<file path="src/sld_pkg.sv">
/*
 * Constants shared by the scanner status indicator driver: colour codes,
 * register offsets and fields, reset values and blink timing.
 * Assumes a single 40 MHz system clock.
 */
`default_nettype none

package sld_pkg;

	// ----------------------------------------------------------------
	// Indicator colour codes (one code per LED drive port)
	// ----------------------------------------------------------------
	localparam logic [2:0] SLD_COL_OFF = 3'h0;
	localparam logic [2:0] SLD_COL_RED = 3'h1;
	localparam logic [2:0] SLD_COL_GREEN = 3'h2;
	localparam logic [2:0] SLD_COL_YELLOW = 3'h3;
	localparam logic [2:0] SLD_COL_BLUE = 3'h4;
	localparam logic [2:0] SLD_COL_ORANGE = 3'h5;
	localparam int SLD_COL_W = 3;

	// ----------------------------------------------------------------
	// Register port
	// ----------------------------------------------------------------
	localparam int SLD_ADDR_W = 8;
	localparam int SLD_DATA_W = 32;
	localparam logic [7:0] SLD_REG_CTRL = 8'h00;
	localparam logic [7:0] SLD_REG_STAT0 = 8'h04;
	localparam logic [7:0] SLD_REG_STAT1 = 8'h08;
	localparam logic [7:0] SLD_REG_PHASE = 8'h0C;
	localparam int SLD_CTRL_FOURFIELD_BIT = 0;
	localparam logic SLD_CTRL_FOURFIELD_RST = 1'h0;
	localparam logic [31:0] SLD_RD_ZERO = 32'h0000_0000;

	// ----------------------------------------------------------------
	// Blink timebase
	// ----------------------------------------------------------------
	localparam int unsigned SLD_CLK_HZ = 40_000_000;
	localparam int unsigned SLD_BLINK_HALF_MS = 250;
	localparam int unsigned SLD_BLINK_HALF_CYC = SLD_CLK_HZ / 1000 * SLD_BLINK_HALF_MS;
	localparam int SLD_BLINK_CNT_W = 24;
	localparam logic [23:0] SLD_BLINK_CNT_RST = 24'h00_0000;
	localparam logic SLD_BLINK_PHASE_RST = 1'h0;

endpackage

`default_nettype wire

</file>
<file path="src/sld_status_led_driver.sv">
/*
 * Status indicator driver for the safety laser scanner front panel.
 * Maps internal device state onto eleven colour-coded indicators,
 * steady or flashing, from one shared blink timebase.
 * Assumes all status inputs are synchronous to core_clk and that the
 * register master follows the one-cycle strobe protocol.
 */
// Functional notes
// - Indicator 2 dark: interlock disabled or released
// - Indicator 2 yellow ready, flashing when field occupied
// - Four-field: indicator 4 dark, field 3 free
// - Four-field: indicator 4 blue, field 3 interrupted
// - Four-field: indicator 5 flashes yellow, field 2
// - Power red on self-test or comm fault
// - Power green; flashes green during identification blink
// - Safety comm: dark idle, red flash/steady errors
// - Safety comm flashes green: passive or identification
// - Safety comm steady green while protocol active
// - Network dark idle; orange flash on topology error
// - Network flashes green: initialising or identification
// - Network steady green during cyclic data exchange
// - Network flashes red: config fail, no/invalid data
// - Network steady red on bus error
// - Port indicator dark without link
// - Port indicator green: link, no traffic
// - Port indicator green/orange alternating during traffic
`timescale 1ns/10ps
`default_nettype none

module sld_status_led_driver #(
	parameter int unsigned BLINK_HALF_CYC = sld_pkg::SLD_BLINK_HALF_CYC
) (
	// Clock and reset
	input wire logic core_clk,
	input wire logic rst_n,
	// Safety output and restart interlock state
	input wire logic safetySwitchingOutputOn,
	input wire logic deviceError,
	input wire logic restartInterlockEnabled,
	input wire logic restartInterlockReleased,
	input wire logic protFieldOccupied,
	input wire logic linkedSensorEnabled,
	// Warning fields
	input wire logic warnFieldInterrupted,
	input wire logic warnField2Interrupted,
	input wire logic warnField3Interrupted,
	// Device health and identification blink
	input wire logic selfTestFail,
	input wire logic internalCommError,
	input wire logic identBlinkActive,
	// Safety protocol state
	input wire logic safetyCommOn,
	input wire logic safetyCommPassive,
	input wire logic safetyCommActive,
	input wire logic safetyConfigFail,
	input wire logic safetyCommError,
	// Fieldbus state
	input wire logic busInitialising,
	input wire logic busDataExchange,
	input wire logic topologyError,
	input wire logic netConfigFail,
	input wire logic noDataExchange,
	input wire logic invalidData,
	input wire logic busError,
	// Ethernet ports
	input wire logic port1Link,
	input wire logic port1Activity,
	input wire logic port2Link,
	input wire logic port2Activity,
	// Register port
	input wire logic [sld_pkg::SLD_ADDR_W-1:0] regAddr,
	input wire logic [sld_pkg::SLD_DATA_W-1:0] regWrData,
	input wire logic regWr,
	input wire logic regRd,
	output logic [sld_pkg::SLD_DATA_W-1:0] regRdData,
	// Indicator colour drives
	output logic [sld_pkg::SLD_COL_W-1:0] safetyOutputIndicator,
	output logic [sld_pkg::SLD_COL_W-1:0] restartIndicator,
	output logic [sld_pkg::SLD_COL_W-1:0] warnFieldIndicator,
	output logic [sld_pkg::SLD_COL_W-1:0] warnField3Indicator,
	output logic [sld_pkg::SLD_COL_W-1:0] warnField2Indicator,
	output logic [sld_pkg::SLD_COL_W-1:0] spareIndicator,
	output logic [sld_pkg::SLD_COL_W-1:0] powerIndicator,
	output logic [sld_pkg::SLD_COL_W-1:0] safetyCommIndicator,
	output logic [sld_pkg::SLD_COL_W-1:0] networkIndicator,
	output logic [sld_pkg::SLD_COL_W-1:0] port1LinkActivityIndicator,
	output logic [sld_pkg::SLD_COL_W-1:0] port2LinkActivityIndicator
);
	import sld_pkg::*;

	// ----------------------------------------------------------------
	// Blink timebase
	// ----------------------------------------------------------------
	logic [SLD_BLINK_CNT_W-1:0] blinkCnt_q;
	logic blinkPhase_q;
	logic blinkTick;

	assign blinkTick = (blinkCnt_q == SLD_BLINK_CNT_W'(BLINK_HALF_CYC - 1));

	always_ff @(posedge core_clk or negedge rst_n) begin
		if (!rst_n) begin
			blinkCnt_q <= SLD_BLINK_CNT_RST;
		end else if (blinkTick) begin
			blinkCnt_q <= SLD_BLINK_CNT_RST;
		end else begin
			blinkCnt_q <= blinkCnt_q + SLD_BLINK_CNT_W'(1);
		end
	end

	always_ff @(posedge core_clk or negedge rst_n) begin
		if (!rst_n) begin
			blinkPhase_q <= SLD_BLINK_PHASE_RST;
		end else if (blinkTick) begin
			blinkPhase_q <= ~blinkPhase_q;
		end
	end

	// Flashing colour: lit in the high half of the shared phase
	function automatic logic [2:0] flash(input logic [2:0] col, input logic phase);
		flash = phase ? col : SLD_COL_OFF;
	endfunction

	// Link/activity colour for one Ethernet port
	function automatic logic [2:0] portColour(input logic link, input logic act,
		input logic phase);
		if (!link) begin
			portColour = SLD_COL_OFF;
		end else if (act) begin
			portColour = phase ? SLD_COL_GREEN : SLD_COL_ORANGE;
		end else begin
			portColour = SLD_COL_GREEN;
		end
	endfunction

	// ----------------------------------------------------------------
	// Control register
	// ----------------------------------------------------------------
	logic fourFieldMode_q;

	always_ff @(posedge core_clk or negedge rst_n) begin
		if (!rst_n) begin
			fourFieldMode_q <= SLD_CTRL_FOURFIELD_RST;
		end else if (regWr && regAddr == SLD_REG_CTRL) begin
			fourFieldMode_q <= regWrData[SLD_CTRL_FOURFIELD_BIT];
		end
	end

	// ----------------------------------------------------------------
	// Indicator decode
	// ----------------------------------------------------------------
	logic [2:0] safetyOutD;
	logic [2:0] restartD;
	logic [2:0] warnD;
	logic [2:0] warn3D;
	logic [2:0] warn2D;
	logic [2:0] powerD;
	logic [2:0] safetyCommD;
	logic [2:0] networkD;

	always_comb begin
		if (deviceError) begin
			safetyOutD = flash(SLD_COL_RED, blinkPhase_q);
		end else if (safetySwitchingOutputOn) begin
			safetyOutD = SLD_COL_GREEN;
		end else begin
			safetyOutD = SLD_COL_RED;
		end
	end

	always_comb begin
		if (!restartInterlockEnabled || restartInterlockReleased) begin
			restartD = SLD_COL_OFF;
		end else if (protFieldOccupied) begin
			restartD = flash(SLD_COL_YELLOW, blinkPhase_q);
		end else if (linkedSensorEnabled) begin
			restartD = SLD_COL_YELLOW;
		end else begin
			restartD = SLD_COL_OFF;
		end
	end

	always_comb begin
		warnD = warnFieldInterrupted ? SLD_COL_BLUE : SLD_COL_OFF;
		warn3D = SLD_COL_OFF;
		warn2D = SLD_COL_OFF;
		if (fourFieldMode_q && warnField3Interrupted) begin
			warn3D = SLD_COL_BLUE;
		end
		if (fourFieldMode_q && warnField2Interrupted) begin
			warn2D = flash(SLD_COL_YELLOW, blinkPhase_q);
		end
	end

	always_comb begin
		if (selfTestFail || internalCommError) begin
			powerD = SLD_COL_RED;
		end else if (identBlinkActive) begin
			powerD = flash(SLD_COL_GREEN, blinkPhase_q);
		end else begin
			powerD = SLD_COL_GREEN;
		end
	end

	always_comb begin
		if (safetyCommError) begin
			safetyCommD = SLD_COL_RED;
		end else if (safetyConfigFail) begin
			safetyCommD = flash(SLD_COL_RED, blinkPhase_q);
		end else if (safetyCommPassive || identBlinkActive) begin
			safetyCommD = flash(SLD_COL_GREEN, blinkPhase_q);
		end else if (safetyCommOn && safetyCommActive) begin
			safetyCommD = SLD_COL_GREEN;
		end else begin
			safetyCommD = SLD_COL_OFF;
		end
	end

	always_comb begin
		if (busError) begin
			networkD = SLD_COL_RED;
		end else if (netConfigFail || noDataExchange || invalidData) begin
			networkD = flash(SLD_COL_RED, blinkPhase_q);
		end else if (topologyError) begin
			networkD = flash(SLD_COL_ORANGE, blinkPhase_q);
		end else if (busInitialising || identBlinkActive) begin
			networkD = flash(SLD_COL_GREEN, blinkPhase_q);
		end else if (busDataExchange) begin
			networkD = SLD_COL_GREEN;
		end else begin
			networkD = SLD_COL_OFF;
		end
	end

	// ----------------------------------------------------------------
	// Indicator drive flip-flops
	// ----------------------------------------------------------------
	always_ff @(posedge core_clk or negedge rst_n) begin
		if (!rst_n) begin
			safetyOutputIndicator <= SLD_COL_OFF;
			restartIndicator <= SLD_COL_OFF;
			warnFieldIndicator <= SLD_COL_OFF;
			warnField3Indicator <= SLD_COL_OFF;
			warnField2Indicator <= SLD_COL_OFF;
			spareIndicator <= SLD_COL_OFF;
			powerIndicator <= SLD_COL_OFF;
			safetyCommIndicator <= SLD_COL_OFF;
			networkIndicator <= SLD_COL_OFF;
		end else begin
			safetyOutputIndicator <= safetyOutD;
			restartIndicator <= restartD;
			warnFieldIndicator <= warnD;
			warnField3Indicator <= warn3D;
			warnField2Indicator <= warn2D;
			spareIndicator <= SLD_COL_OFF;
			powerIndicator <= powerD;
			safetyCommIndicator <= safetyCommD;
			networkIndicator <= networkD;
		end
	end

	always_ff @(posedge core_clk or negedge rst_n) begin
		if (!rst_n) begin
			port1LinkActivityIndicator <= SLD_COL_OFF;
			port2LinkActivityIndicator <= SLD_COL_OFF;
		end else begin
			port1LinkActivityIndicator <= portColour(port1Link, port1Activity, blinkPhase_q);
			port2LinkActivityIndicator <= portColour(port2Link, port2Activity, blinkPhase_q);
		end
	end

	// ----------------------------------------------------------------
	// Register read
	// ----------------------------------------------------------------
	logic [31:0] rdMux;

	always_comb begin
		case (regAddr)
			SLD_REG_CTRL: rdMux = {31'h0000_0000, fourFieldMode_q};
			SLD_REG_STAT0: rdMux = {8'h00, safetyCommIndicator, powerIndicator,
				spareIndicator, warnField2Indicator, warnField3Indicator,
				warnFieldIndicator, restartIndicator, safetyOutputIndicator};
			SLD_REG_STAT1: rdMux = {23'h00_0000, port2LinkActivityIndicator,
				port1LinkActivityIndicator, networkIndicator};
			SLD_REG_PHASE: rdMux = {31'h0000_0000, blinkPhase_q};
			default: rdMux = SLD_RD_ZERO;
		endcase
	end

	always_ff @(posedge core_clk or negedge rst_n) begin
		if (!rst_n) begin
			regRdData <= SLD_RD_ZERO;
		end else if (regRd) begin
			regRdData <= rdMux;
		end else begin
			regRdData <= SLD_RD_ZERO;
		end
	end
endmodule

`default_nettype wire

</file>
<file path="config.mk">
export PLATFORM = sky130hd
export DESIGN_NAME = sld_status_led_driver
export DESIGN_NICKNAME = d
export VERILOG_FILES = /design/src/sld_pkg.sv /design/src/sld_status_led_driver.sv
export SDC_FILE = /design/constraint.sdc
export NUM_CORES = 1
export LEC_CHECK = 0
export BUFFER_PORTS_ARGS = -buffer_cell sky130_fd_sc_hd__buf_2
export CORE_UTILIZATION = 49
export DETAILED_ROUTE_END_ITERATION = 6
export PLACE_DENSITY = 0.84
export SLEW_MARGIN = 20
export SYNTH_ARGS = -nofsm -noshare
export SYNTH_HDL_FRONTEND = slang
export SYNTH_SLANG_ARGS = --single-unit
</file>
<file path="constraint.sdc">
create_clock -name core_clk -period 3 [get_ports core_clk]
set_input_delay 0.6 -clock core_clk [delete_from_list [all_inputs] [get_ports core_clk]]
set_output_delay 0.6 -clock core_clk [all_outputs]
set_load 0.005 [all_outputs]
</file>
==> results.ini, run 1 <==
[sta]
fin_crit_sh_pct=69.5
worst_pin_slew_ns=0.537
fin_setup_tns_ns=0
max_freq_ghz=0.480
clock_skew_ns=0.00469
rsz0062_at_grt=false
setup_viol=0
relSlewSlack_pct=64.1
maxSlewViolCount=0
finalHoldViolCount=0
period_minus_slack_ns=2.08

[logic_synthesis]
synth_area_leaders=dfrtp_1 (54%), buf_4 (9.3%), xnor2_1 (5.3%)
yosys.cell_types.count=41
async_flop_share_pct=100
yosys.area.top_type_share_pct=54.4
synth_area_sq_um=2670
netlist_instances=242
yosys_most_used_dff=dfrtp_1
synth_seq_cells=58
avgSynthCellArea_sq_um=11.0
synth_edf_count=0
yosys.area.top_type=dfrtp_1
yosys_warnings=0
seq_area_frac_synth_pct=54.4

[grt]
antenna_found_initial=0
grt_pass1_vias=1847
grt_overflow=0
grt_usage_pct=20.4
grt_max_degree=41
grt_pass1_wl_um=8470

[worst_setup_path]
worstSetupPathType=register to register
crit_arrival_ns=2.34
regToRegStartpoint=blinkCnt_q[0]$_DFF_PN0_
reg2reg_setup_slack_ns=0.92
cp_max_fo=6
critPathLaunchType=register
endpoint_kind=register
cp_data_required_time_ns=3.25
cp-startpoint=blinkCnt_q[0]$_DFF_PN0_

[place]
port_buffers=77
post-place-cells=381
gp_congestion=0.854
hpwlAfterDp_um=3860

[route]
first_iter_violations=111
post_drt_wl_per_cell_um=13.3
wirelength_um=5290
firstDrtPassIters=4
dr_total_vias=1987
postRouteAntennaNets=0
drc=0
vias_per_cell=5.01

[cts]
cts_buffers=9
clk_pin_slew_ns=0.06
cts_resized=0
cts_buffer_depth=2
cts_tree=done
ctsHoldBuffers=0
clk_latency_ns=0.33
cts_setup_buffers=0
htreeDepth=3
ctsRootBufferMaster=clkbuf_8
cts.sink_count=58

[pwr]
leakagePower_nw=1.65
peakVddDrop_mv=0.259
power_per_cell_area_nw_per_um2=517

[finish]
multi_input_area_sq_um=1040
final_nets=395
stdcell_count=397
utilization_pct=62.0
final-seq-area_sq_um=1450
drive_gt1_share_pct=31.2
diodes=0
syn_to_final_growth_pct=20.3
final.fill_count=407

[outcome]
outcome=finished clean

[floorplan]
core_sq_um=5170
start_util_pct=51.6
die_height_um=75.8
fp-row-count=26
die_area_sq_um=5740
die_x_um=75.8
pin_count=137

[run]
maxCapViolations=0

[min_path]
hp-class=input pin to async pin

## critical path, cell delays in order, from the launching register on
cell and delay, ns:
dfrtp_1 0.43, ha_1 0.25, nand4_1 0.18, or4_4 0.60
or4_1 0.41, a21oi_1 0.15
## sequential cells by signal (all words and copies together) (netlist names)
name,flops
blinkCnt_q,24
regRdData,15
networkIndicator,3
port1LinkActivityIndicator,2
port2LinkActivityIndicator,2
powerIndicator,2
safetyCommIndicator,2
safetyOutputIndicator,2
blinkPhase_q,1
fourFieldMode_q,1
restartIndicator,1
warnField2Indicator,1
warnField3Indicator,1
warnFieldIndicator,1
## through the flow
stage	setup slack [ns]	power, W	instance area [sq um]	hold slack (ns)
6_report	0.915	0.00166	3210	0.186
3_3_place_gp	0.945	0.000892	2990	0.460
2_1_floorplan	1.09	0.000864	2770	0.304
4_1_cts	0.924	0.00167	3210	0.184
5_1_grt	0.782	0.00172	3210	0.202
3_5_place_dp	0.934	0.000894	2990	0.472
## routing by layer
layer | routed length [um] | up-vias | global-route usage [%]
li1 | - | 948 | -
met1 | 2280 | 944 | 24.6
met2 | 2590 | 87 | 33.2
met3 | 321 | 8 | 5.16
met4 | 100 | 0 | 11.5
met5 | 0 | - | 0
## cell families after synthesis
group | Yosys count | synth area share (%)
buf+inv | 40 | 10.4
mux | 4 | 2.02
fa+ha+maj | 1 | 0.469
other cells | 1 | 0.141
simple gates | 100 | 21.6
flops | 58 | 54.4
compound gates | 18 | 4.13
xor+xnor | 20 | 6.85
## Yosys cell counts (2+ instances only)
library cell and instances:
or4_1 6, a21o_1 2, nor3_1 5, xor2_1 3, mux2i_1 2, dfrtp_1 58, or4_4 2, nor2_1 15
buf_4 33, nor2b_1 4, nor4b_1 2, o21ai_0 3, a21boi_0 2, and2_1 3, buf_2 3, nand3_1 13
nor4_1 6, nand4_1 8, and3_1 15, a21oi_1 7, nand2_1 12, inv_1 3, xnor2_1 16, or3_1 2
## cells in the final DEF (no fill, tap or decap), drive strengths merged, types with 4 or more instances in the layout
cell type	instances
a21oi	7
and3	15
buf	79
clkbuf	11
conb	28
dfrtp	58
nand2	12
nand3	14
nand4	9
nor2	15
nor2b	4
nor3	5
nor4	6
or4	8
xnor2	17
## area by class of cell
| cell class | instances | area share [%] |
|---|---|---|
| well taps | 70 | 2.73 |
| repair buffers | 79 | 12.5 |
| flip-flops and latches | 58 | 45.2 |
| clock buffers | 11 | 4.41 |
| inverters | 3 | 0.351 |
| multi-input cells | 171 | 32.4 |
| clock inverters | 5 | 2.42 |
## path summary, 6_finish.rpt
kind	end	cells past startpoint
max	blinkCnt_q[20]$_DFF_PN0_	5
min in group core_clk	warnFieldIndicator[2]$_DFF_PN0_	1
max in group asynchronous	blinkCnt_q[15]$_DFF_PN0_	2
min	regRdData[22]$_DFF_PN0_	1
min reg2reg	regRdData[8]$_DFF_PN0_	1
max reg2reg	blinkCnt_q[20]$_DFF_PN0_	5
## where the power goes
group	leakage [nW]	switching (W)	internal (W)
clock	0.109	0.000292	0.000487
combinational	0.760	0.0000479	0.0000354
sequential	0.777	0.00000518	0.000792
total	1.65	0.000345	0.00131
Power figures use the tool's default switching activity.
==> run 2: changes to the inputs <==
Settings changed: CORE_UTILIZATION 49 to 41, PLACE_DENSITY 0.84 to 0.75.
Clock period 3 ns to 1.7 ns, I/O delays scaled along.
==> run 2 against run 1 <==
The run now ends with setup timing left. Clock skew is 0.0039 ns higher. Via count increased by 10%. Worst setup slack got worse by 1.0 ns. Clock power grew 67%. Sequential share of layout area shrank 4.9 points. Worst hold slack worse by 0.066 ns. Non-clock buffer count rose by 36. Critical path depth stayed put. Wire length rose by 15%. Maximum frequency grew 15%. Core utilization down 5.1 points. Global-route usage shrank 0.44 points. Largest power group unchanged. Highest routed layer unchanged.
==> results.ini, run 2 (synthesis results as in run 1) <==
[outcome]
outcome=finished, violations left
violations=setup timing

[worst_setup_path]
endpoint_kind=register
critPathLaunchType=register
cp_data_required_time_ns=1.96  ; -1.29 ns
cpPeakStageDelay_ns=0.48  ; -0.12 ns
cpMaxStageDelayCell=or4_4
worstSetupPathType=register to register
cp_common_cell=or4_4
cp_max_fo=3  ; -3
worstPathCellList=nand4_1 -> buf_4 -> or4_4 -> or4_4 -> a21oi_2
crit_arrival_ns=2.07  ; -0.27 ns

[route]
firstDrtPassIters=4  ; unchanged
wirelength_um=6090  ; +15%
drc=0  ; unchanged
vias_per_cell=4.98  ; -0.51%
post_drt_wl_per_cell_um=13.9  ; +4.0%
first_iter_violations=71  ; -36%
dr_total_vias=2186  ; +10%
postRouteAntennaNets=0  ; unchanged

[finish]
drive_gt1_share_pct=42.3  ; +11 points
stdcell_count=439  ; +11%
final_nets=431  ; +9.1%
utilization_pct=57.0  ; -5.1 points
diodes=0  ; unchanged
multi_input_area_sq_um=1130  ; +9.1%
final_common_cell=buf_2
regMostFlops=blinkCnt_q
final-seq-area_sq_um=1450  ; unchanged
largest_register_ffs=24  ; unchanged
final.fill_count=523  ; +29%
most-common-layout-cells=buf_2 (77), dfrtp_1 (58), buf_4 (32), conb_1 (28)
top_regs=blinkCnt_q: 24 flops, regRdData: 15 flops, networkIndicator: 3 flops
syn_to_final_growth_pct=34.9

[pwr]
power_per_cell_area_nw_per_um2=793  ; +53%
leakagePower_nw=1.87  ; +13%
peakVddDrop_mv=0.636  ; +150%
power_w=0.00285  ; +72%

[place]
port_buffers=77  ; unchanged
hpwlAfterDp_um=4270  ; +11%
gp_congestion=0.797  ; -6.7%
post-place-cells=421  ; +10%

[floorplan]
die_height_um=82.7  ; +9.1%
die_area_sq_um=6830  ; +19%
pin_count=137  ; unchanged
die_x_um=82.7  ; +9.1%
core_sq_um=6310  ; +22%
fp-row-count=29  ; +12%
start_util_pct=42.3  ; -9.3 points

[grt]
grt_max_degree=59  ; +44%
grt_overflow=0  ; unchanged
grt_pass1_vias=2195  ; +19%
grt_pass1_wl_um=9980  ; +18%
antenna_found_initial=0  ; unchanged
grt_usage_pct=19.9  ; -0.44 points

[sta]
relSlewSlack_pct=62.4  ; -1.7 points
fin_crit_sh_pct=107  ; +37 points
rsz0062_at_grt=true
fin_setup_tns_ns=-0.282  ; -0.282 ns
period_minus_slack_ns=1.81  ; -0.273 ns
finalHoldViolCount=0  ; unchanged
maxSlewViolCount=0  ; unchanged
setup_slack_ns=-0.112  ; -1.03 ns
max_freq_ghz=0.552  ; +15%
clock_skew_ns=0.00857  ; +0.00388 ns
worst_pin_slew_ns=0.564  ; +0.0262 ns
setup_viol=3  ; +3

[run]
maxCapViolations=0  ; unchanged

[cts]
clk_pin_slew_ns=0.06  ; about the same
cts_buffer_depth=2  ; unchanged
cts_tree=done
clk_latency_ns=0.33  ; about the same
ctsRootBufferMaster=clkbuf_8
cts_buffers=9  ; unchanged
htreeDepth=3  ; unchanged
cts.sink_count=58  ; unchanged

[min_path]
hp-class=input pin to register

[run 2: changes by cell type in the layout (fill, tap and decap cells not counted), moves of 3 or more]
cell    delta
or4_4      +4
buf_4     +30
nor3_1     -3
or4_1      -4
buf_6      +4
[run 2: per-stage QoR]
| stage | setup WS [ns] | instance area (sq um) | hold WS (ns) |
|---|---|---|---|
| 3_5_place_dp | -0.119 | 3270 | 0.364 |
| 5_1_grt | -0.186 | 3600 | 0.105 |
| 3_3_place_gp | -0.0626 | 3270 | 0.360 |
| 4_1_cts | -0.0939 | 3500 | 0.0996 |
| 2_1_floorplan | -0.116 | 2780 | 0.0444 |
| 6_report | -0.112 | 3600 | 0.120 |
[run 2: area by class of cell]
type	count	area share (%)
clock inverters	2	0.974
flip-flops and latches	58	40.3
multi-input cells	171	31.5
inverters	3	0.313
repair buffers	115	19.5
well taps	77	2.68
clock buffers	13	4.69
[run 2: worst paths after layout]
| check | from | slack (ns) | to | cells past startpoint |
|---|---|---|---|---|
| max | blinkCnt_q[10]$_DFF_PN0_ | -0.11 | blinkCnt_q[20]$_DFF_PN0_ | 5 |
| min reg2reg | warnFieldIndicator[2]$_DFF_PN0_ | 0.48 | regRdData[8]$_DFF_PN0_ | 1 |
| min | warnFieldInterrupted | 0.12 | warnFieldIndicator[2]$_DFF_PN0_ | 1 |
| min in group asynchronous | rst_n | 0.54 | blinkCnt_q[13]$_DFF_PN0_ | 3 |
| max reg2reg | blinkCnt_q[10]$_DFF_PN0_ | -0.11 | blinkCnt_q[20]$_DFF_PN0_ | 5 |
| max in group asynchronous | rst_n | 0.91 | regRdData[1]$_DFF_PN0_ | 3 |
[run 2: repair_timing]
item | in CTS | in global routing
hold endpoints to repair | 6 | 0
pin swaps | 6 | 4
endpoints found under the setup margin | 5 | 18
resized for setup | 2 | 21
hold buffers | 1 | 0
buffers inserted | 2 | 1
[run 2: worst max-delay path: cells and delay by family (launching register included)]
kind / cells / cell delay (ns)
and+or+nand+nor: 3 / 1.08
AOI/OAI and AO/OA: 1 / 0.12
DFF: 1 / 0.35
buffers and inverters: 1 / 0.19
[run 2: per-layer routing]
layer | vias up | GRT usage [%] | share of wire (%)
met5 | - | 0 | 0
met4 | 0 | 11.4 | 2.6
met3 | 11 | 5.27 | 6.4
met2 | 85 | 34.9 | 51
met1 | 1067 | 21.6 | 40
li1 | 1023 | - | -
[run 2: power breakdown]
part	switching, W	internal, W	total, W
combinational	0.0000853	0.0000682	0.000153
clock	0.000508	0.000787	0.00130
sequential	0.00000864	0.00140	0.00141
